$ cat config.mk
export PLATFORM = sky130hd
export DESIGN_NAME = nvma_ctrl
export DESIGN_NICKNAME = d
export VERILOG_FILES = /design/src/hdl/nvma_pkg.sv /design/src/hdl/nvma_timer.sv /design/src/hdl/nvma_ctrl.sv
export SDC_FILE = /design/constraint.sdc
export NUM_CORES = 1
export LEC_CHECK = 0
export BUFFER_PORTS_ARGS = -buffer_cell sky130_fd_sc_hd__buf_4
export CAP_MARGIN = 20
export CORE_MARGIN = 4
export CORE_UTILIZATION = 37
export CTS_CLUSTER_SIZE = 10
export DETAILED_ROUTE_END_ITERATION = 10
export PLACE_DENSITY = 0.74
export SYNTH_ARGS = -nofsm -noshare
export SYNTH_HDL_FRONTEND = slang
export SYNTH_SLANG_ARGS = --single-unit
$ cat constraint.sdc
create_clock -name clock -period 3.4 [get_ports clock]
set_input_delay 0.17 -clock clock [delete_from_list [all_inputs] [get_ports clock]]
set_output_delay 0.17 -clock clock [all_outputs]
set_load 0.01 [all_outputs]
$ cat src/hdl/nvma_pkg.sv
// Constants, encodings and carrier types for the nonvolatile access block
package nvma_pkg;

  // ----------------------------------------------------------------------
  // Widths and address map
  // ----------------------------------------------------------------------
  localparam int          DATA_W        = 14;
  localparam int          BYTE_W        = 8;
  localparam int          ADDR_W        = 15;
  localparam logic [14:0] PROG_LAST     = 15'h3fff;
  localparam logic [14:0] PROG_SPLIT    = 15'h2000;
  localparam logic [14:0] UID_LAST      = 15'h0003;
  localparam logic [14:0] REV_ID_ADDR   = 15'h0005;
  localparam logic [14:0] DEV_ID_ADDR   = 15'h0006;
  localparam logic [14:0] CFG_FIRST     = 15'h0007;
  localparam logic [14:0] CFG_LAST      = 15'h000b;
  localparam logic [14:0] CFG_PROT_ADDR = 15'h000b;
  localparam logic [14:0] DIA_FIRST     = 15'h0100;
  localparam logic [14:0] DIA_LAST      = 15'h02ff;
  localparam logic [14:0] DATA_FIRST    = 15'h7000;
  localparam logic [14:0] DATA_LAST     = 15'h70ff;
  localparam int          IND_PROG_BIT  = 15;

  // ----------------------------------------------------------------------
  // Protection word layout and write-protect regions
  // ----------------------------------------------------------------------
  localparam int          PROT_PCP_BIT  = 0;
  localparam int          PROT_DCP_BIT  = 1;
  localparam int          PROT_WRT_LSB  = 2;
  localparam int          WRT_REGIONS   = 4;
  localparam int          WRT_LOW       = 0;
  localparam int          WRT_HIGH      = 1;
  localparam int          WRT_CFG       = 2;
  localparam int          WRT_DATA      = 3;

  // ----------------------------------------------------------------------
  // Internal write timer
  // ----------------------------------------------------------------------
  localparam int          CLK_PERIOD_NS = 25;
  localparam int          WRITE_TIME_NS = 50000;
  localparam int          ERASE_TIME_NS = 100000;
  localparam int          TMR_W         = 12;
  localparam logic [11:0] WRITE_CYC     =
    TMR_W'((WRITE_TIME_NS + CLK_PERIOD_NS - 1) / CLK_PERIOD_NS);
  localparam logic [11:0] ERASE_CYC     =
    TMR_W'((ERASE_TIME_NS + CLK_PERIOD_NS - 1) / CLK_PERIOD_NS);

  // ----------------------------------------------------------------------
  // Encodings
  // ----------------------------------------------------------------------
  typedef enum logic [1:0] {COP_READ, COP_WRITE, COP_ERASE} nvma_cop_e;
  typedef enum logic [1:0] {POP_READ, POP_WRITE, POP_BULK} nvma_pop_e;
  typedef enum logic [1:0] {SP_PROG, SP_CFG, SP_DATA} nvma_space_e;
  typedef enum logic [2:0] {M_NONE, M_READ, M_WRITE, M_ROW_ERASE,
                            M_ERASE_WRITE, M_BULK} nvma_mop_e;
  typedef enum logic [2:0] {C_PROG, C_UID, C_RO, C_CFG, C_DATA,
                            C_NONE} nvma_cls_e;

  // ----------------------------------------------------------------------
  // Carriers
  // ----------------------------------------------------------------------
  typedef struct packed {
    logic              valid;
    logic              indirect;
    nvma_cop_e         op;
    logic              memory_space_select;
    logic [15:0]       addr;
    logic [13:0]       wdata;
  } nvma_cpu_req_s;

  typedef struct packed {
    logic              valid;
    nvma_pop_e         op;
    nvma_space_e       target;
    logic [14:0]       addr;
    logic [13:0]       wdata;
  } nvma_prg_req_s;

  typedef struct packed {
    nvma_mop_e         op;
    nvma_space_e       space;
    logic [2:0]        bulk_mask;
    logic [14:0]       addr;
    logic [13:0]       wdata;
  } nvma_mem_cmd_s;

  typedef struct packed {
    logic              done;
    logic              denied;
    logic [13:0]       rdata;
  } nvma_rsp_s;

  typedef struct packed {
    logic [3:0]        region_write_protect_n;
    logic              data_flash_code_protect_n;
    logic              program_flash_code_protect_n;
  } nvma_prot_s;

  localparam nvma_prot_s PROT_RESET   = 6'h00;
  localparam nvma_prot_s PROT_ERASED  = 6'h3f;

endpackage

$ cat src/hdl/nvma_timer.sv
// Down-counting timer that paces every nonvolatile write and erase
`timescale 1ns/1ps
`default_nettype none
module nvma_timer (
  input  wire logic                  clock,
  input  wire logic                  srst,
  input  wire logic                  start,
  input  wire logic [11:0]           load,
  output logic                       done
);
  import nvma_pkg::*;

  logic [11:0] cnt_q;
  logic [11:0] cnt_d;
  logic        done_q;
  logic        done_d;

  // ----------------------------------------------------------------------
  // Count
  // ----------------------------------------------------------------------
  always_comb begin
    cnt_d  = cnt_q;
    done_d = 1'b0;
    if (start) begin
      cnt_d = load;
    end else if (cnt_q != 12'h000) begin
      cnt_d  = cnt_q - 12'h001;
      done_d = (cnt_q == 12'h001);
    end
  end

  always_ff @(posedge clock) begin
    if (srst) begin
      cnt_q  <= 12'h000;
      done_q <= 1'b0;
    end else begin
      cnt_q  <= cnt_d;
      done_q <= done_d;
    end
  end

  assign done = done_q;

endmodule
`default_nettype wire

$ cat src/hdl/nvma_ctrl.sv
// Nonvolatile memory access and protection controller
`timescale 1ns/1ps
`default_nettype none
module nvma_ctrl (
  input  wire logic                  clock,
  input  wire logic                  srst,
  input  wire nvma_pkg::nvma_cpu_req_s cpu_req,
  input  wire nvma_pkg::nvma_prg_req_s prg_req,
  input  wire nvma_pkg::nvma_prot_s  prot_strap,
  input  wire logic                  write_error_clear,
  input  wire logic [13:0]           mem_rdata,
  output nvma_pkg::nvma_rsp_s        cpu_rsp,
  output nvma_pkg::nvma_rsp_s        prg_rsp,
  output nvma_pkg::nvma_mem_cmd_s    mem_cmd,
  output nvma_pkg::nvma_prot_s       prot,
  output logic                       write_error_flag,
  output logic                       busy
);
  import nvma_pkg::*;

  typedef enum logic [1:0] {S_IDLE, S_RCMD, S_RDATA, S_BUSY} nvma_state_e;

  // ----------------------------------------------------------------------
  // Decode helpers
  // ----------------------------------------------------------------------
  function automatic nvma_cls_e classify(input nvma_cpu_req_s r);
    logic [14:0] a;
    a = r.addr[14:0];
    if (r.indirect) begin
      if (r.addr[IND_PROG_BIT])
        classify = (a <= PROG_LAST) ? C_PROG : C_NONE;
      else if (a >= DATA_FIRST && a <= DATA_LAST)
        classify = C_DATA;
      else
        classify = C_NONE;
    end else if (!r.memory_space_select) begin
      classify = (a <= PROG_LAST) ? C_PROG : C_NONE;
    end else if (a <= UID_LAST) begin
      classify = C_UID;
    end else if (a == REV_ID_ADDR || a == DEV_ID_ADDR) begin
      classify = C_RO;
    end else if (a >= CFG_FIRST && a <= CFG_LAST) begin
      classify = C_CFG;
    end else if (a >= DIA_FIRST && a <= DIA_LAST) begin
      classify = C_RO;
    end else if (a >= DATA_FIRST && a <= DATA_LAST) begin
      classify = C_DATA;
    end else begin
      classify = C_NONE;
    end
  endfunction

  function automatic nvma_space_e space_of(input nvma_cls_e c);
    unique case (c)
      C_PROG:  space_of = SP_PROG;
      C_DATA:  space_of = SP_DATA;
      default: space_of = SP_CFG;
    endcase
  endfunction

  function automatic logic wp_hit(input nvma_cls_e c, input logic [14:0] a,
                                  input nvma_prot_s p);
    unique case (c)
      C_PROG:  wp_hit = (a < PROG_SPLIT) ? !p.region_write_protect_n[WRT_LOW]
                                         : !p.region_write_protect_n[WRT_HIGH];
      C_UID,
      C_CFG:   wp_hit = !p.region_write_protect_n[WRT_CFG];
      C_DATA:  wp_hit = !p.region_write_protect_n[WRT_DATA];
      default: wp_hit = 1'b0;
    endcase
  endfunction

  // ----------------------------------------------------------------------
  // State
  // ----------------------------------------------------------------------
  nvma_state_e   state_q, state_d;
  logic          owner_q, owner_d;
  nvma_mem_cmd_s cmd_q, cmd_d;
  nvma_rsp_s     cpu_rsp_q, cpu_rsp_d;
  nvma_rsp_s     prg_rsp_q, prg_rsp_d;
  nvma_prot_s    prot_q, prot_d;
  logic          werr_q, werr_d;
  logic          loaded_q, loaded_d;
  logic          busy_q, busy_d;
  logic          tmr_start;
  logic [11:0]   tmr_load;
  logic          tmr_done;
  nvma_cls_e     cls;
  logic          prg_take;
  logic          cpu_take;
  logic          prg_locked;
  logic          werr_set;

  assign cls        = classify(cpu_req);
  assign prg_take   = loaded_q && !busy_q && prg_req.valid;
  assign cpu_take   = loaded_q && !busy_q && cpu_req.valid && !prg_req.valid;
  assign prg_locked = (prg_req.target == SP_PROG &&
                       !prot_q.program_flash_code_protect_n) ||
                      (prg_req.target == SP_DATA &&
                       !prot_q.data_flash_code_protect_n);

  always_comb begin
    state_d          = state_q;
    owner_d          = owner_q;
    cmd_d            = '0;
    cmd_d.op         = M_NONE;
    cpu_rsp_d        = cpu_rsp_q;
    cpu_rsp_d.done   = 1'b0;
    cpu_rsp_d.denied = 1'b0;
    prg_rsp_d        = prg_rsp_q;
    prg_rsp_d.done   = 1'b0;
    prg_rsp_d.denied = 1'b0;
    prot_d           = prot_q;
    loaded_d         = 1'b1;
    werr_set         = 1'b0;
    tmr_start        = 1'b0;
    tmr_load         = WRITE_CYC;
    if (!loaded_q)
      prot_d = prot_strap;
    unique case (state_q)
      S_IDLE: begin
        if (prg_take) begin
          owner_d    = 1'b1;
          cmd_d.addr = prg_req.addr;
          cmd_d.space = prg_req.target;
          unique case (prg_req.op)
            POP_READ: begin
              if (prg_locked) begin
                prg_rsp_d.done   = 1'b1;
                prg_rsp_d.denied = 1'b1;
                prg_rsp_d.rdata  = 14'h0000;
              end else begin
                cmd_d.op = M_READ;
                state_d  = S_RCMD;
              end
            end
            POP_WRITE: begin
              if (prg_locked) begin
                prg_rsp_d.done   = 1'b1;
                prg_rsp_d.denied = 1'b1;
              end else begin
                cmd_d.op    = (prg_req.target == SP_DATA) ? M_ERASE_WRITE
                                                          : M_WRITE;
                cmd_d.wdata = (prg_req.target == SP_DATA)
                            ? {6'h00, prg_req.wdata[BYTE_W-1:0]}
                            : prg_req.wdata;
                if (prg_req.target == SP_CFG && prg_req.addr == CFG_PROT_ADDR)
                  prot_d = prot_q & prg_req.wdata[5:0];
                tmr_start = 1'b1;
                state_d   = S_BUSY;
              end
            end
            default: begin
              cmd_d.op        = M_BULK;
              cmd_d.bulk_mask = 3'h1 << prg_req.target;
              if (prg_req.target == SP_CFG) begin
                if (!prot_q.program_flash_code_protect_n ||
                    !prot_q.data_flash_code_protect_n)
                  cmd_d.bulk_mask = 3'h7;
                prot_d = PROT_ERASED;
              end
              tmr_load  = ERASE_CYC;
              tmr_start = 1'b1;
              state_d   = S_BUSY;
            end
          endcase
        end else if (cpu_take) begin
          owner_d     = 1'b0;
          cmd_d.addr  = cpu_req.addr[14:0];
          cmd_d.space = space_of(cls);
          if (cpu_req.op == COP_READ) begin
            if (cls == C_NONE) begin
              cpu_rsp_d.done  = 1'b1;
              cpu_rsp_d.rdata = 14'h0000;
            end else begin
              cmd_d.op = M_READ;
              state_d  = S_RCMD;
            end
          end else if (cpu_req.indirect) begin
            cpu_rsp_d.done = 1'b1;
          end else if (cls == C_NONE || cls == C_RO ||
                       wp_hit(cls, cpu_req.addr[14:0], prot_q) ||
                       (cpu_req.op == COP_ERASE &&
                        cls != C_PROG && cls != C_UID)) begin
            cpu_rsp_d.done   = 1'b1;
            cpu_rsp_d.denied = 1'b1;
            werr_set         = 1'b1;
          end else begin
            if (cpu_req.op == COP_ERASE) begin
              cmd_d.op = M_ROW_ERASE;
              tmr_load = ERASE_CYC;
            end else if (cls == C_DATA) begin
              cmd_d.op    = M_ERASE_WRITE;
              cmd_d.wdata = {6'h00, cpu_req.wdata[BYTE_W-1:0]};
            end else begin
              cmd_d.op    = M_WRITE;
              cmd_d.wdata = cpu_req.wdata;
            end
            if (cls == C_CFG && cpu_req.op == COP_WRITE &&
                cpu_req.addr[14:0] == CFG_PROT_ADDR)
              prot_d = prot_q & cpu_req.wdata[5:0];
            tmr_start = 1'b1;
            state_d   = S_BUSY;
          end
        end
      end
      S_RCMD: begin
        state_d = S_RDATA;
      end
      S_RDATA: begin
        if (owner_q) begin
          prg_rsp_d.done  = 1'b1;
          prg_rsp_d.rdata = mem_rdata;
        end else begin
          cpu_rsp_d.done  = 1'b1;
          cpu_rsp_d.rdata = mem_rdata;
        end
        state_d = S_IDLE;
      end
      S_BUSY: begin
        if (tmr_done) begin
          prg_rsp_d.done = owner_q;
          cpu_rsp_d.done = !owner_q;
          state_d        = S_IDLE;
        end
      end
    endcase
    werr_d = werr_set || (werr_q && !write_error_clear);
    busy_d = (state_d != S_IDLE) || !loaded_d;
  end

  always_ff @(posedge clock) begin
    if (srst) begin
      state_q   <= S_IDLE;
      owner_q   <= 1'b0;
      cmd_q     <= '0;
      cpu_rsp_q <= '0;
      prg_rsp_q <= '0;
      prot_q    <= PROT_RESET;
      werr_q    <= 1'b0;
      loaded_q  <= 1'b0;
      busy_q    <= 1'b1;
    end else begin
      state_q   <= state_d;
      owner_q   <= owner_d;
      cmd_q     <= cmd_d;
      cpu_rsp_q <= cpu_rsp_d;
      prg_rsp_q <= prg_rsp_d;
      prot_q    <= prot_d;
      werr_q    <= werr_d;
      loaded_q  <= loaded_d;
      busy_q    <= busy_d;
    end
  end

  nvma_timer u_timer (
    .clock (clock),
    .srst  (srst),
    .start (tmr_start),
    .load  (tmr_load),
    .done  (tmr_done)
  );

  assign cpu_rsp          = cpu_rsp_q;
  assign prg_rsp          = prg_rsp_q;
  assign mem_cmd          = cmd_q;
  assign prot             = prot_q;
  assign write_error_flag = werr_q;
  assign busy             = busy_q;

  // ----------------------------------------------------------------------
  // Checks
  // ----------------------------------------------------------------------
  logic [11:0] busy_len_q;
  logic [11:0] busy_exp_q;
  always_ff @(posedge clock) begin
    busy_len_q <= (state_d != S_BUSY) ? 12'h000 :
                  (state_q == S_BUSY) ? busy_len_q + 12'h001 : 12'h001;
    if (tmr_start)
      busy_exp_q <= tmr_load;
  end

  dflash_autoerase_a: assert property (@(posedge clock) disable iff (srst)
    cmd_q.space == SP_DATA && cmd_q.op inside {M_WRITE, M_ROW_ERASE}
    |-> 1'b0) else $error("data flash written without auto-erase");
  dflash_byte_a: assert property (@(posedge clock) disable iff (srst)
    cmd_q.space == SP_DATA && cmd_q.op == M_ERASE_WRITE
    |-> cmd_q.wdata[13:8] == 6'h00)
    else $error("data flash write wider than a byte");
  timer_length_a: assert property (@(posedge clock) disable iff (srst)
    state_q == S_BUSY && tmr_done |-> busy_len_q == busy_exp_q + 12'h001)
    else $error("write time not set by internal timer");
  cp_deny_a: assert property (@(posedge clock) disable iff (srst)
    prg_take && prg_locked && prg_req.op != POP_BULK
    |=> prg_rsp.done && prg_rsp.denied && cmd_q.op == M_NONE)
    else $error("protected memory reached by programmer");
  wp_block_a: assert property (@(posedge clock) disable iff (srst)
    cpu_take && cpu_req.op != COP_READ &&
    wp_hit(cls, cpu_req.addr[14:0], prot_q)
    |=> cmd_q.op == M_NONE) else $error("protected region written");
  werr_set_a: assert property (@(posedge clock) disable iff (srst)
    cpu_take && !cpu_req.indirect && cpu_req.op != COP_READ &&
    wp_hit(cls, cpu_req.addr[14:0], prot_q)
    |=> write_error_flag ##1 (write_error_flag || $past(write_error_clear)))
    else $error("write error flag not raised");
  prot_clear_a: assert property (@(posedge clock) disable iff (srst)
    $past(loaded_q) && (prot_q & ~$past(prot_q)) != 6'h00
    |-> $past(cmd_d.op) == M_BULK && $past(prg_req.target) == SP_CFG)
    else $error("protection cleared outside bulk erase");
  bulk_source_a: assert property (@(posedge clock) disable iff (srst)
    cmd_q.op == M_BULK |-> $past(prg_take) && $past(prg_req.op) == POP_BULK)
    else $error("bulk erase without programmer request");
  bulk_all_a: assert property (@(posedge clock) disable iff (srst)
    prg_take && prg_req.op == POP_BULK && prg_req.target == SP_CFG &&
    !prot_q.program_flash_code_protect_n |=> cmd_q.bulk_mask == 3'h7)
    else $error("protected config bulk erase left regions");
  prog_end_a: assert property (@(posedge clock) disable iff (srst)
    cpu_take && cpu_req.op == COP_READ && !cpu_req.indirect &&
    !cpu_req.memory_space_select && cpu_req.addr[14:0] > PROG_LAST
    |=> cpu_rsp.done && cpu_rsp.rdata == 14'h0000 && cmd_q.op == M_NONE)
    else $error("read past program flash end");
  ind_read_a: assert property (@(posedge clock) disable iff (srst)
    cpu_take && cpu_req.indirect && cpu_req.op == COP_READ && cls == C_PROG
    |=> cmd_q.op == M_READ && cmd_q.space == SP_PROG ##2 cpu_rsp.done)
    else $error("indirect program read mishandled");
  ro_area_a: assert property (@(posedge clock) disable iff (srst)
    cpu_take && cpu_req.op != COP_READ && cls == C_RO
    |=> cmd_q.op == M_NONE && cpu_rsp.denied)
    else $error("read-only area written");
  ind_write_a: assert property (@(posedge clock) disable iff (srst)
    cpu_take && cpu_req.indirect && cpu_req.op != COP_READ
    |=> cmd_q.op == M_NONE && cpu_rsp.done && !cpu_rsp.denied)
    else $error("indirect write reached memory");

endmodule
`default_nettype wire

==> impl_metrics.env <==
export IMPL_dpl_cell_area_um2=5640
export IMPL_finClkSkew_ns=0.00626
export IMPL_stdcell_count=799
export IMPL_fin_nets=748
export IMPL_io_buffer_count=168
export IMPL_track_usage_pct=19.4
export IMPL_hpwlAfterDp_um=10300
export IMPL_grt_first_pass_wirelength_um=20900
export IMPL_final_layout_size_suffix_gt1_share_pct=31.9
export IMPL_finalPower_mw=3.05
export IMPL_insertion_delay_ns=0.34
export IMPL_diodes=0
export IMPL_area_growth_pct=39.4
export IMPL_drv_cap=0
export IMPL_critPathTopFamily="simple AND/OR/NAND/NOR gates"
export IMPL_required_ns=3.68
export IMPL_holdCritPathClass="input pin to flip-flop"
export IMPL_synth_cells=499
export IMPL_ys_warn_count=0
export IMPL_synth_seq_area_share_pct=44.0
export IMPL_fill_cells=999
export IMPL_row_count=38
export IMPL_rsz0062_at_grt="no"
export IMPL_setup_violations=0
export IMPL_place_ws_ns=0.833
export IMPL_cts_tree="done"
export IMPL_fin_tns_setup_ns=0
export IMPL_gp_congestion=0.895
export IMPL_p_leak_nw=2.50
export IMPL_die_w_um=115
export IMPL_dpl_cell_count=783
export IMPL_synth_compound_area_share_pct=24.6
export IMPL_yosys_area_share_simple_pct=23.3
export IMPL_drtIter0Drc=289
export IMPL_whs_ns=0.0418
export IMPL_synth_top_family_by_area="compound AO/OA/AOI/OAI gates"
export IMPL_crit_slowest_cell="nor4_1"
export IMPL_ys_async_sr_fraction_pct=0
export IMPL_seq_area_um2=1880
export IMPL_start_util_pct=38.6
export IMPL_synth_edf_count=0
export IMPL_io_pins=169
export IMPL_numClockSinks=94
export IMPL_wl_per_cell_um=16.6
export IMPL_peakVddDrop_mv=0.272
export IMPL_worst_slack_ns=0.808
export IMPL_htreeDepth=3
export IMPL_synth_cell_types=62
export IMPL_status="complete, no violations"
export IMPL_first_pass_iters=5
export IMPL_cp_end_kind="flip-flop"
export IMPL_cts_hold_buf=0
export IMPL_cts_resized=0
export IMPL_die_area_um2=13300
export IMPL_min_period_over_period_pct=76.2
export IMPL_fin_crit_ns=2.59
export IMPL_die_height_um=115
export IMPL_grt_pass1_vias=4234
export IMPL_gr_total_overflow=0
export IMPL_synthXorXnorAreaFrac_pct=2.25
export IMPL_gr_usage_met1_pct=24.7
export IMPL_finalHoldViolCount=0
export IMPL_tightest_slew_ns=0.967
export IMPL_final_design_area_no_fill_um2=5960
export IMPL_root_buffer="clkbuf_16"
export IMPL_postSynthAreaPerCell_um2=8.57
export IMPL_drc=0
export IMPL_utilization_pct=53.8
export IMPL_vias=4369
export IMPL_clkSlewWorstSetupHoldPaths_ns=0.07
export IMPL_use_met2_pct=32.9
export IMPL_relSlewSlack_pct=34.7
export IMPL_syn_num_nets=593
export IMPL_synth_seq_cells=94
export IMPL_worst_path_max_fanout=20
export IMPL_vias_per_cell=5.47
export IMPL_start_kind="flip-flop"
export IMPL_synth_area_um2=4280
export IMPL_path_buf_inv=2
export IMPL_power_density_nw_per_um2=511
export IMPL_synth_fa_ha_area_share_pct=0.585
export IMPL_core_area_um2=11100
export IMPL_ys_flop_type="dfxtp_1"
export IMPL_cts_made_buffers=9
export IMPL_worstSetupPathType="flip-flop to flip-flop"
export IMPL_cp_slowest_stage_delay_ns=0.58
export IMPL_ant_nets=0
export IMPL_multi_input_area_um2=2200
export IMPL_use_met3_pct=3.03
export IMPL_grt_max_degree=57
export IMPL_drt_total_wl_um=13200
export IMPL_antenna_found_initial=0
export IMPL_synthMuxAreaShare_pct=0.907
export IMPL_worstPathCellList="nor2_2 > nand2_1 > nor2_1 > buf_4 > inv_1 > nor4_1 > a21o_1"
export IMPL_grt_busiest_layer="met2"
export IMPL_fmax_mhz=386
export IMPL_cts_buffer_depth=2
export IMPL_drv_slew=0
export IMPL_postCtsSetupBuffers=0
export IMPL_arrival_ns=2.87
-- worst register-to-register path: stages (launching register included) --
cell     delay [ns]
dfxtp_1        0.52
nor2_2         0.34
nand2_1        0.30
nor2_1         0.27
buf_4          0.27
inv_1          0.13
nor4_1         0.58
a21o_1         0.14
-- cells in the final DEF, fill, tap and decap left out, drive strengths merged, types with 3 or more instances in the layout --
master    n
a21o      5
a21oi    57
a221oi    3
a22o     23
a31oi     5
and2      8
and3      4
buf     174
clkbuf   14
dfxtp    94
inv      19
nand2    46
nand3    24
nand3b    4
nand4    24
nor2     34
nor3     16
nor4      8
o211ai   10
o21a      3
o21ai    23
o221a     6
or2       3
or4       3
xnor2     8
xor2      3
-- Yosys cell counts (10+ instances only) --
library cell | count | area (um^2)
dfxtp_1 | 94 | 1880
a21oi_1 | 57 | 285
nand2_1 | 46 | 173
nor2_1 | 33 | 124
clkbuf_1 | 24 | 90.1
nand3_1 | 24 | 120
nand4_1 | 24 | 150
a22o_1 | 23 | 201
o21ai_0 | 22 | 110
inv_1 | 19 | 71.3
nor3_1 | 16 | 80.1
o211ai_1 | 10 | 75.1
-- kinds of logic after synthesis --
kind of cell,after synthesis
simple gates,186
compound gates,154
flops,94
buf+inv,49
xor+xnor,11
mux,3
fa+ha+maj,2
-- layer usage --
layer / vias to the layer above / part of all wire [%]
met4: 0 / 2.3
met1: 2041 / 41
met2: 152 / 50
met3: 27 / 6.2
li1: 2149 / -
met5: - / 0
-- sequential cells by signal, indices dropped and copies added, names as in the netlist --
signal	cells
busy	1
cpu_rsp	16
loaded_q	1
mem_cmd	37
owner_q	1
prg_rsp	16
prot	6
state_q	2
u_timer.cnt_q	12
u_timer.done	1
write_error_flag	1
-- layout make-up --
class	count	area share, %
inverters	19	1.20
repair buffers	174	21.9
clock inverters	2	0.630
flip-flops and latches	94	31.6
clock buffers	14	4.76
well taps	140	2.94
multi-input cells	356	37.0
-- path summary, 6_finish.rpt --
| check | cells past startpoint | startpoint | slack, ns | end |
|---|---|---|---|---|
| min reg2reg | 2 | prg_rsp[10]$_SDFFE_PP0P_ | 0.45 | prg_rsp[10]$_SDFFE_PP0P_ |
| max | 7 | state_q[1]$_SDFF_PP0_ | 0.81 | write_error_flag$_SDFF_PP0_ |
| max reg2reg | 7 | state_q[1]$_SDFF_PP0_ | 0.81 | write_error_flag$_SDFF_PP0_ |
| min | 2 | prg_req[7] | 0.04 | mem_cmd[7]$_SDFF_PP0_ |
-- report_power, final --
| part | internal [mW] | total, mW | leakage [nW] | switching (mW) |
|---|---|---|---|---|
| Sequential | 1.19 | 1.27 | 0.764 | 0.0834 |
| Clock | 0.650 | 1.05 | 0.155 | 0.399 |
| Combinational | 0.344 | 0.725 | 1.58 | 0.380 |
| Total | 2.18 | 3.05 | 2.50 | 0.863 |
(Power assumes the default switching activity.)
